--- src/inc/vxq_pkg.sv ---
// constants, types and table lookup for the extended query table
package vxq_pkg;

  // query address space
  localparam int          QRY_ADDR_W = 9;
  localparam logic [8:0]  QRY_BASE   = 9'h10a;
  localparam logic [7:0]  TBL_LEN    = 8'h1d;

  // byte offsets from the table base
  localparam logic [7:0]  OFS_SIG    = 8'h00;
  localparam logic [7:0]  OFS_VER    = 8'h03;
  localparam logic [7:0]  OFS_FEAT   = 8'h05;
  localparam logic [7:0]  OFS_SUSP   = 8'h09;
  localparam logic [7:0]  OFS_BLK    = 8'h0a;
  localparam logic [7:0]  OFS_VCC    = 8'h0c;
  localparam logic [7:0]  OFS_VPP    = 8'h0d;
  localparam logic [7:0]  OFS_PCNT   = 8'h0e;
  localparam logic [7:0]  OFS_DESC1  = 8'h0f;
  localparam logic [7:0]  OFS_DESC2  = 8'h13;

  // signature and version, ascii
  localparam logic [23:0] SIG_STR    = 24'h49_52_50;
  localparam logic [15:0] VER_STR    = 16'h34_31;

  // optional feature bit positions
  localparam int FEAT_CHIP_ERASE  = 0;
  localparam int FEAT_SUSP_ERASE  = 1;
  localparam int FEAT_SUSP_PROG   = 2;
  localparam int FEAT_LEGACY_LOCK = 3;
  localparam int FEAT_QUEUED_ERS  = 4;
  localparam int FEAT_INST_LOCK   = 5;
  localparam int FEAT_PROT_BITS   = 6;
  localparam int FEAT_PAGE_READ   = 7;
  localparam int FEAT_SYNC_READ   = 8;
  localparam int FEAT_SIMUL_OPS   = 9;
  localparam int FEAT_EXT_ARRAY   = 10;
  localparam int FEAT_CHAIN       = 31;

  // supported features only; absent and reserved bits stay zero
  // chain bit 31 stays clear, so no second field follows
  localparam logic [31:0] FEAT_MAP =
    (32'h1 << FEAT_SUSP_ERASE) | (32'h1 << FEAT_SUSP_PROG) |
    (32'h1 << FEAT_INST_LOCK)  | (32'h1 << FEAT_PROT_BITS) |
    (32'h1 << FEAT_PAGE_READ)  | (32'h1 << FEAT_SYNC_READ);

  // suspend operations and block status mask
  localparam logic [7:0]  SUSP_OPS   = 8'h01;
  localparam logic [15:0] BLK_MASK   = 16'h0003;

  // supply voltages: whole volts and tenths
  localparam logic [3:0]  VCC_VOLTS  = 4'h1;
  localparam logic [3:0]  VCC_TENTHS = 4'h8;
  localparam logic [3:0]  VPP_VOLTS  = 4'h9;
  localparam logic [3:0]  VPP_TENTHS = 4'h0;

  // protection descriptors, least significant byte first
  localparam logic [7:0]  PROT_COUNT = 8'h02;
  localparam logic [31:0] DESC1      = 32'h03_03_0000 | 32'h80;
  localparam logic [31:0] D2_LOCK    = 32'h0000_0089;
  localparam logic [15:0] D2_FGRP    = 16'h0000;
  localparam logic [7:0]  D2_FLOG    = 8'h00;
  localparam logic [15:0] D2_UGRP    = 16'h0010;
  localparam logic [7:0]  D2_ULOG    = 8'h04;
  localparam logic [79:0] DESC2 =
    {D2_ULOG, D2_UGRP, D2_FLOG, D2_FGRP, D2_LOCK};

  // read request and answer carriers
  typedef struct packed {
    logic                  rd;
    logic [QRY_ADDR_W-1:0] addr;
  } vxq_req_s;

  typedef struct packed {
    logic        valid;
    logic [7:0]  data;
  } vxq_rsp_s;

  // pack a voltage into one byte, volts high nibble, tenths low
  function automatic logic [7:0] volt_byte(input logic [3:0] volts,
                                           input logic [3:0] tenths);
    return {volts, tenths};
  endfunction

  // table byte at an offset from the base; zero outside the table
  function automatic logic [7:0] tbl_byte(input logic [7:0] ofs);
    logic [7:0] b;
    b = 8'h00;
    if (ofs < OFS_VER)
      b = SIG_STR[8*ofs[1:0] +: 8];
    else if (ofs < OFS_FEAT)
      b = VER_STR[8*(ofs[0] ^ OFS_VER[0]) +: 8];
    else if (ofs < OFS_SUSP)
      b = FEAT_MAP[8*(2'(ofs - OFS_FEAT)) +: 8];
    else if (ofs == OFS_SUSP)
      b = SUSP_OPS;
    else if (ofs < OFS_VCC)
      b = BLK_MASK[8*(ofs[0] ^ OFS_BLK[0]) +: 8];
    else if (ofs == OFS_VCC)
      b = volt_byte(VCC_VOLTS, VCC_TENTHS);
    else if (ofs == OFS_VPP)
      b = volt_byte(VPP_VOLTS, VPP_TENTHS);
    else if (ofs == OFS_PCNT)
      b = PROT_COUNT;
    else if (ofs < OFS_DESC2)
      b = DESC1[8*(2'(ofs - OFS_DESC1)) +: 8];
    else if (ofs < TBL_LEN)
      b = DESC2[8*(4'(ofs - OFS_DESC2)) +: 8];
    return b;
  endfunction

endpackage

--- src/hdl/vxq_rom.sv ---
// registered lookup of the query table bytes
`timescale 1ns/1ps
module vxq_rom
  import vxq_pkg::*;
(
  input  wire logic       clk,
  input  wire logic       rst_n,
  input  wire vxq_req_s   req,
  output      vxq_rsp_s   rsp
);

  logic       in_table;
  logic [7:0] ofs;
  vxq_rsp_s   rsp_reg;
  vxq_rsp_s   rsp_next;

  // window decode; addresses outside the table answer zero
  assign in_table = (req.addr >= QRY_BASE) &&
                    (req.addr < (QRY_BASE + 9'(TBL_LEN)));
  assign ofs      = 8'(req.addr - QRY_BASE);
  // one assignment for the whole carrier keeps a single driver
  assign rsp_next = '{valid: req.rd,
                      data:  in_table ? tbl_byte(ofs) : 8'h00};

  // data leaves through a register so timing is fixed
  always_ff @(posedge clk or negedge rst_n) begin
    if (!rst_n) begin
      rsp_reg <= '0;
    end else begin
      rsp_reg <= rsp_next;
    end
  end

  assign rsp = rsp_reg;

endmodule

--- src/hdl/vxq_table.sv ---
// query-mode reader of the vendor extended query table
`timescale 1ns/1ps
// Behaviour
// - bytes 50h 52h 49h at 10Ah, 10Bh, 10Ch open the extended table.
// - major version 31h at 10Dh, minor version 34h at 10Eh.
// - feature bitmap bytes E6h 01h 00h 00h at 10Fh to 112h.
// - suspend, instant locking, protection, page, sync reads set; others clear.
// - bitmap bits 10 to 31 zero; bit 31 would chain another field.
// - 01h at 113h, program allowed in erase suspend, upper bits zero.
// - block status mask 03h 00h at 114h, lock and lock-down only.
// - logic supply byte is BCD volts and tenths, giving 1.8 V.
// - programming supply byte at 117h gives 9.0 V, tenths in BCD.
// - 02h at 118h counts descriptors; zero would mean 256.
// - first descriptor 80h 00h 03h 03h at 119h to 11Ch.
// - second descriptor fields sit at bits 32, 48, 56 and 72.
module vxq_table
  import vxq_pkg::*;
#(
  parameter int DQ_W = 16
)
(
  input  wire logic                  REF_CLK,
  input  wire logic                  RST_B,
  input  wire logic                  QRY_MODE,
  input  wire logic                  QRY_RD,
  input  wire logic [QRY_ADDR_W-1:0] QRY_ADDR,
  output      logic                  QRY_READY,
  output      logic                  DQ_VALID,
  output      logic [DQ_W-1:0]       DQ_OUT
);

  // the byte lane must fit on the data bus
  if (DQ_W < 8 || DQ_W > 32) begin : g_dq_check
    $error("DQ_W must lie between 8 and 32");
  end

  typedef enum logic [2:0] {
    ST_IDLE  = 3'h1,
    ST_LOOK  = 3'h2,
    ST_DRIVE = 3'h4
  } vxq_state_e;

  logic             rst_s1_reg;
  logic             rst_s2_reg;
  logic             rst_n;
  vxq_state_e       state_reg;
  vxq_state_e       state_next;
  vxq_req_s         req;
  vxq_rsp_s         rsp;
  logic             take;
  logic             look;
  logic             valid_reg;
  logic [DQ_W-1:0]  dq_reg;
  logic [DQ_W-1:0]  dq_next;

  // reset release through two flops, assertion stays asynchronous
  always_ff @(posedge REF_CLK or negedge RST_B) begin
    if (!RST_B) begin
      rst_s1_reg <= 1'b0;
      rst_s2_reg <= 1'b0;
    end else begin
      rst_s1_reg <= 1'b1;
      rst_s2_reg <= rst_s1_reg;
    end
  end

  assign rst_n = rst_s2_reg;

  // one read in flight; busy cycles refuse new reads
  assign QRY_READY = (state_reg == ST_IDLE);
  assign take      = QRY_READY && QRY_MODE && QRY_RD;
  assign req       = '{rd: take, addr: QRY_ADDR}; // word address

  // table bytes come from the lookup
  vxq_rom u_rom (
    .clk   (REF_CLK),
    .rst_n (rst_n),
    .req   (req),
    .rsp   (rsp)
  );

  // sequencing of one lookup
  always_comb begin
    case (state_reg)
      ST_IDLE:  state_next = take ? ST_LOOK : ST_IDLE;
      ST_LOOK:  state_next = ST_DRIVE;
      ST_DRIVE: state_next = ST_IDLE;
      default:  state_next = ST_IDLE;
    endcase
  end

  // answer only when the lookup really saw a taken read
  assign look    = (state_reg == ST_LOOK) && rsp.valid;

  // byte on the low lane, upper lanes forced to zero
  assign dq_next = look ? {{(DQ_W-8){1'b0}}, rsp.data} : dq_reg;

  // data holds until the next read so slow hosts still see it
  always_ff @(posedge REF_CLK or negedge rst_n) begin
    if (!rst_n) begin
      state_reg <= ST_IDLE;
      valid_reg <= 1'b0;
      dq_reg    <= '0;
    end else begin
      state_reg <= state_next;
      valid_reg <= look;
      dq_reg    <= dq_next;
    end
  end

  assign DQ_VALID = valid_reg;
  assign DQ_OUT   = dq_reg;
endmodule

--- config.mk ---
export PLATFORM = sky130hd
export DESIGN_NAME = vxq_table
export DESIGN_NICKNAME = d
export VERILOG_FILES = /design/src/inc/vxq_pkg.sv /design/src/hdl/vxq_rom.sv /design/src/hdl/vxq_table.sv
export SDC_FILE = /design/constraint.sdc
export NUM_CORES = 1
export LEC_CHECK = 0
export ABC_AREA = 1
export BUFFER_PORTS_ARGS = -buffer_cell sky130_fd_sc_hd__buf_2
export CAP_MARGIN = 20
export CORE_ASPECT_RATIO = 0.9
export CORE_MARGIN = 5
export CORE_UTILIZATION = 55
export CTS_CLUSTER_DIAMETER = 120
export CTS_CLUSTER_SIZE = 24
export DETAILED_ROUTE_END_ITERATION = 8
export GPL_ROUTABILITY_DRIVEN = 0
export PLACE_DENSITY = 0.8
export SKIP_CTS_REPAIR_TIMING = 1
export SLEW_MARGIN = 20
export SYNTH_ARGS = -nofsm -noshare
export SYNTH_HDL_FRONTEND = slang
export SYNTH_SLANG_ARGS = --single-unit
--- constraint.sdc ---
create_clock -name REF_CLK -period 1 [get_ports REF_CLK]
set_input_delay 0.1 -clock REF_CLK [delete_from_list [all_inputs] [get_ports REF_CLK]]
set_output_delay 0.1 -clock REF_CLK [all_outputs]
set_load 0.01 [all_outputs]
==> flow_metrics.tcl <==
set metrics [dict create \
    status "complete, but fails checks" \
    violations "setup timing" \
    achievable-frequency_mhz 658 \
    grt_overflow_total 0 \
    post-place-cells 307 \
    route.detailed.drc 0 \
    tritoncts_num_sinks 23 \
    grt_antenna_before_repair 0 \
    cts_max_level 1 \
    synth_enable_flop_cells 0 \
    synth_top_family_by_area "simple AND/OR/NAND/NOR gates" \
    area.growth.synth_to_final_pct 49.3 \
    design.portCount 31 \
    async_flop_share_pct 100 \
    max_cap_viol_count 0 \
    ys.warnings.count 0 \
    drtAntennaViolNets 0 \
    die_area_mm2 0.00406 \
    multiplexer_share_of_the_synthesized_area_pct 0 \
    critical_path_required_ns 1.26 \
    final_area_mm2 0.00237 \
    post_synth_inst_count 208 \
    final_cells 318 \
    worst_skew_pair.late_latency_ns 0.33 \
    fin_tns_setup_ns -6.60 \
    first_pass_grt_wire_length_um 5970 \
    yosys.area.top_type "dfrtp_1" \
    powerDensity_mw_per_mm2 905 \
    clockBufferDepth 2 \
    tritoncts "built" \
    synth.distinct_cells 35 \
    num-nets-final 302 \
    finalWirelength_um 5020 \
    start_kind "primary input" \
    final_period_minus_worst_setup_slack_ns 1.52 \
    worst_ir_drop_vdd_uv 510 \
    wire_per_inst_um 15.8 \
    synth-main-ff-cell "dfrtp_1" \
    tightest_hold_check_type "in -> async" \
    initial_core_util_pct 57.8 \
    cts-buffers-inserted 3 \
    drt_first_iter_violations 167 \
    die_height_um 61.0 \
    drt_first_pass_iters 4 \
    worstSetupEndpointType "register" \
    post_synth_and_or_nand_nor_area_fraction_pct 32.8 \
    ys_ff_latch 23 \
    synth-compound-area-share_pct 9.77 \
    final_max_slew_viol_count 0 \
    core_mm2 0.00275 \
    number_of_global_route_vias_before_repair 1437 \
    post-dp-hpwl_um 3030 \
    criticalPathCategory "in -> reg" \
    post-route-period-util_pct 152 \
    final_hold_viol_count 0 \
    post_synth.cell_area_avg_um2 7.63 \
    clock_skew_ns 0.0133 \
    timing.critical_path.fanout_max 7 \
    final_setup_viols 22 \
    num_rows 18 \
    grt_usage_pct 19.0 \
    seq_area_frac_synth_pct 36.3 \
    post-synth-top-area-fraction_pct 34.7 \
    vias 1716 \
    clockRootBuffer "clkbuf_4" \
    critPathArrivalTime_ns 1.78 \
    setup_repair_after_global_routing_missed_its_margin "true" \
    leakage_nw 1.30 \
    detail_route.vias_per_cell 5.40 \
    timing.final.ws_setup_ns -0.520 \
    portBuffers 22 \
    post_synth_main_area_contributors "dfrtp_1, nand2_1, ha_1, inv_1, buf_4" \
    die_x_um 66.6 \
    number_of_flip_flops_in_the_largest_register 9 \
    worst_setup_hold_path_clk_slew_ns 0.14 \
    yosys.area_share.adder_pct 7.88 \
    netlist_area_mm2 0.00159 \
    post_dp_cell_area_mm2 0.00208 \
    number_of_inserted_diodes 0 \
    synth_xor_area_share_pct 2.84 \
    grt_start_max_net_pins 22 \
    layout-drive-gt1-share_pct 50.0 \
]
==> placed cells by master, fill, tap and decap left out, drive strengths merged, types with 3 or more instances in the layout <==
cell,netlist,routed
ha,10,10
conb,2,9
inv,24,25
and3,3,3
nand3,10,10
nand4,4,4
clkbuf,0,5
o21ai,12,12
nand2,74,74
dfrtp,22,22
a21oi,7,7
nor2,17,17
buf,8,64
==> layout make-up <==
cell class              instances  area [um2]
clock buffers                   4        26.3
fillers                       161         377
inverters                      26         133
multi-input cells             158        1090
flip-flops and latches         23         577
well taps                      40        50.0
repair buffers                 66         490
repair inverters                1        6.26
==> worst paths after layout <==
| kind | start | to | slack, ns | cells past startpoint |
|---|---|---|---|---|
| worst max-delay path | QRY_ADDR[1] | u_rom.rsp[0] | -0.52 | 15 |
| worst min-delay path | RST_B | rst_s1_reg | 0.06 | 2 |
| worst max register to register | state_reg[0] | DQ_OUT[2] | -0.30 | 8 |
| worst min register to register | rst_n | u_rom.rsp[8] | 0.21 | 1 |
| max in group asynchronous | rst_n | state_reg[0] | 0.52 | 1 |
| min in group REF_CLK | QRY_MODE | u_rom.rsp[8] | 0.06 | 2 |
==> per-layer routing <==
| layer | part of all wire, % | vias up | GRT usage (%) |
|---|---|---|---|
| li1 | - | 782 | - |
| met3 | 7.3 | 28 | 1.85 |
| met2 | 54 | 97 | 35.7 |
| met5 | 0 | - | 0 |
| met4 | 5.1 | 0 | 6.38 |
| met1 | 34 | 809 | 22.8 |
==> synthesized netlist by cell type, types with 3 or more instances <==
master / instances
o21ai_1: 4
nand3_1: 9
inv_2: 3
nor2_2: 3
buf_4: 8
nand2_2: 6
o21ai_0: 7
inv_1: 21
and3_1: 3
a21oi_1: 6
nand4_1: 4
nand2_1: 66
nor2_1: 11
dfrtp_1: 22
ha_1: 10
==> metrics by stage <==
step	util (%)	worst slack, ns	total power, mW	hold slack [ns]
after global routing	86.3	-0.593	2.22	0.0653
after CTS	76.8	-0.517	1.94	-0.451
after floorplan	-	-0.485	1.31	-0.196
after global placement	75.9	-0.755	1.52	-0.116
after detailed placement	75.9	-0.840	1.54	-0.114
final	86.3	-0.520	2.15	0.0574
==> power breakdown <==
group          internal (mW)  switching [mW]
registers              0.950          0.0122
clock network          0.156           0.298
logic                  0.317           0.412
==> critical path, cell delays in order <==
cell     delay, ns
buf_12        0.10
inv_12        0.03
ha_4          0.16
inv_4         0.07
nand2_8       0.06
nand2_4       0.08
xor2_4        0.16
nand2_2       0.10
nor2_4        0.20
nand4_1       0.20
nand3_2       0.13
inv_2         0.05
nand2_2       0.07
nand2_1       0.11
a21oi_2       0.17
==> cell families after synthesis <==
logic type / Yosys count
buffers and inverters: 34
and+or+nand+nor: 110
AOI/OAI and AO/OA: 26
adders and majority gates: 10
xor gates and xnor gates: 3
other: 2
DFF: 23
Note: power is estimated with default switching activity, not from simulation.
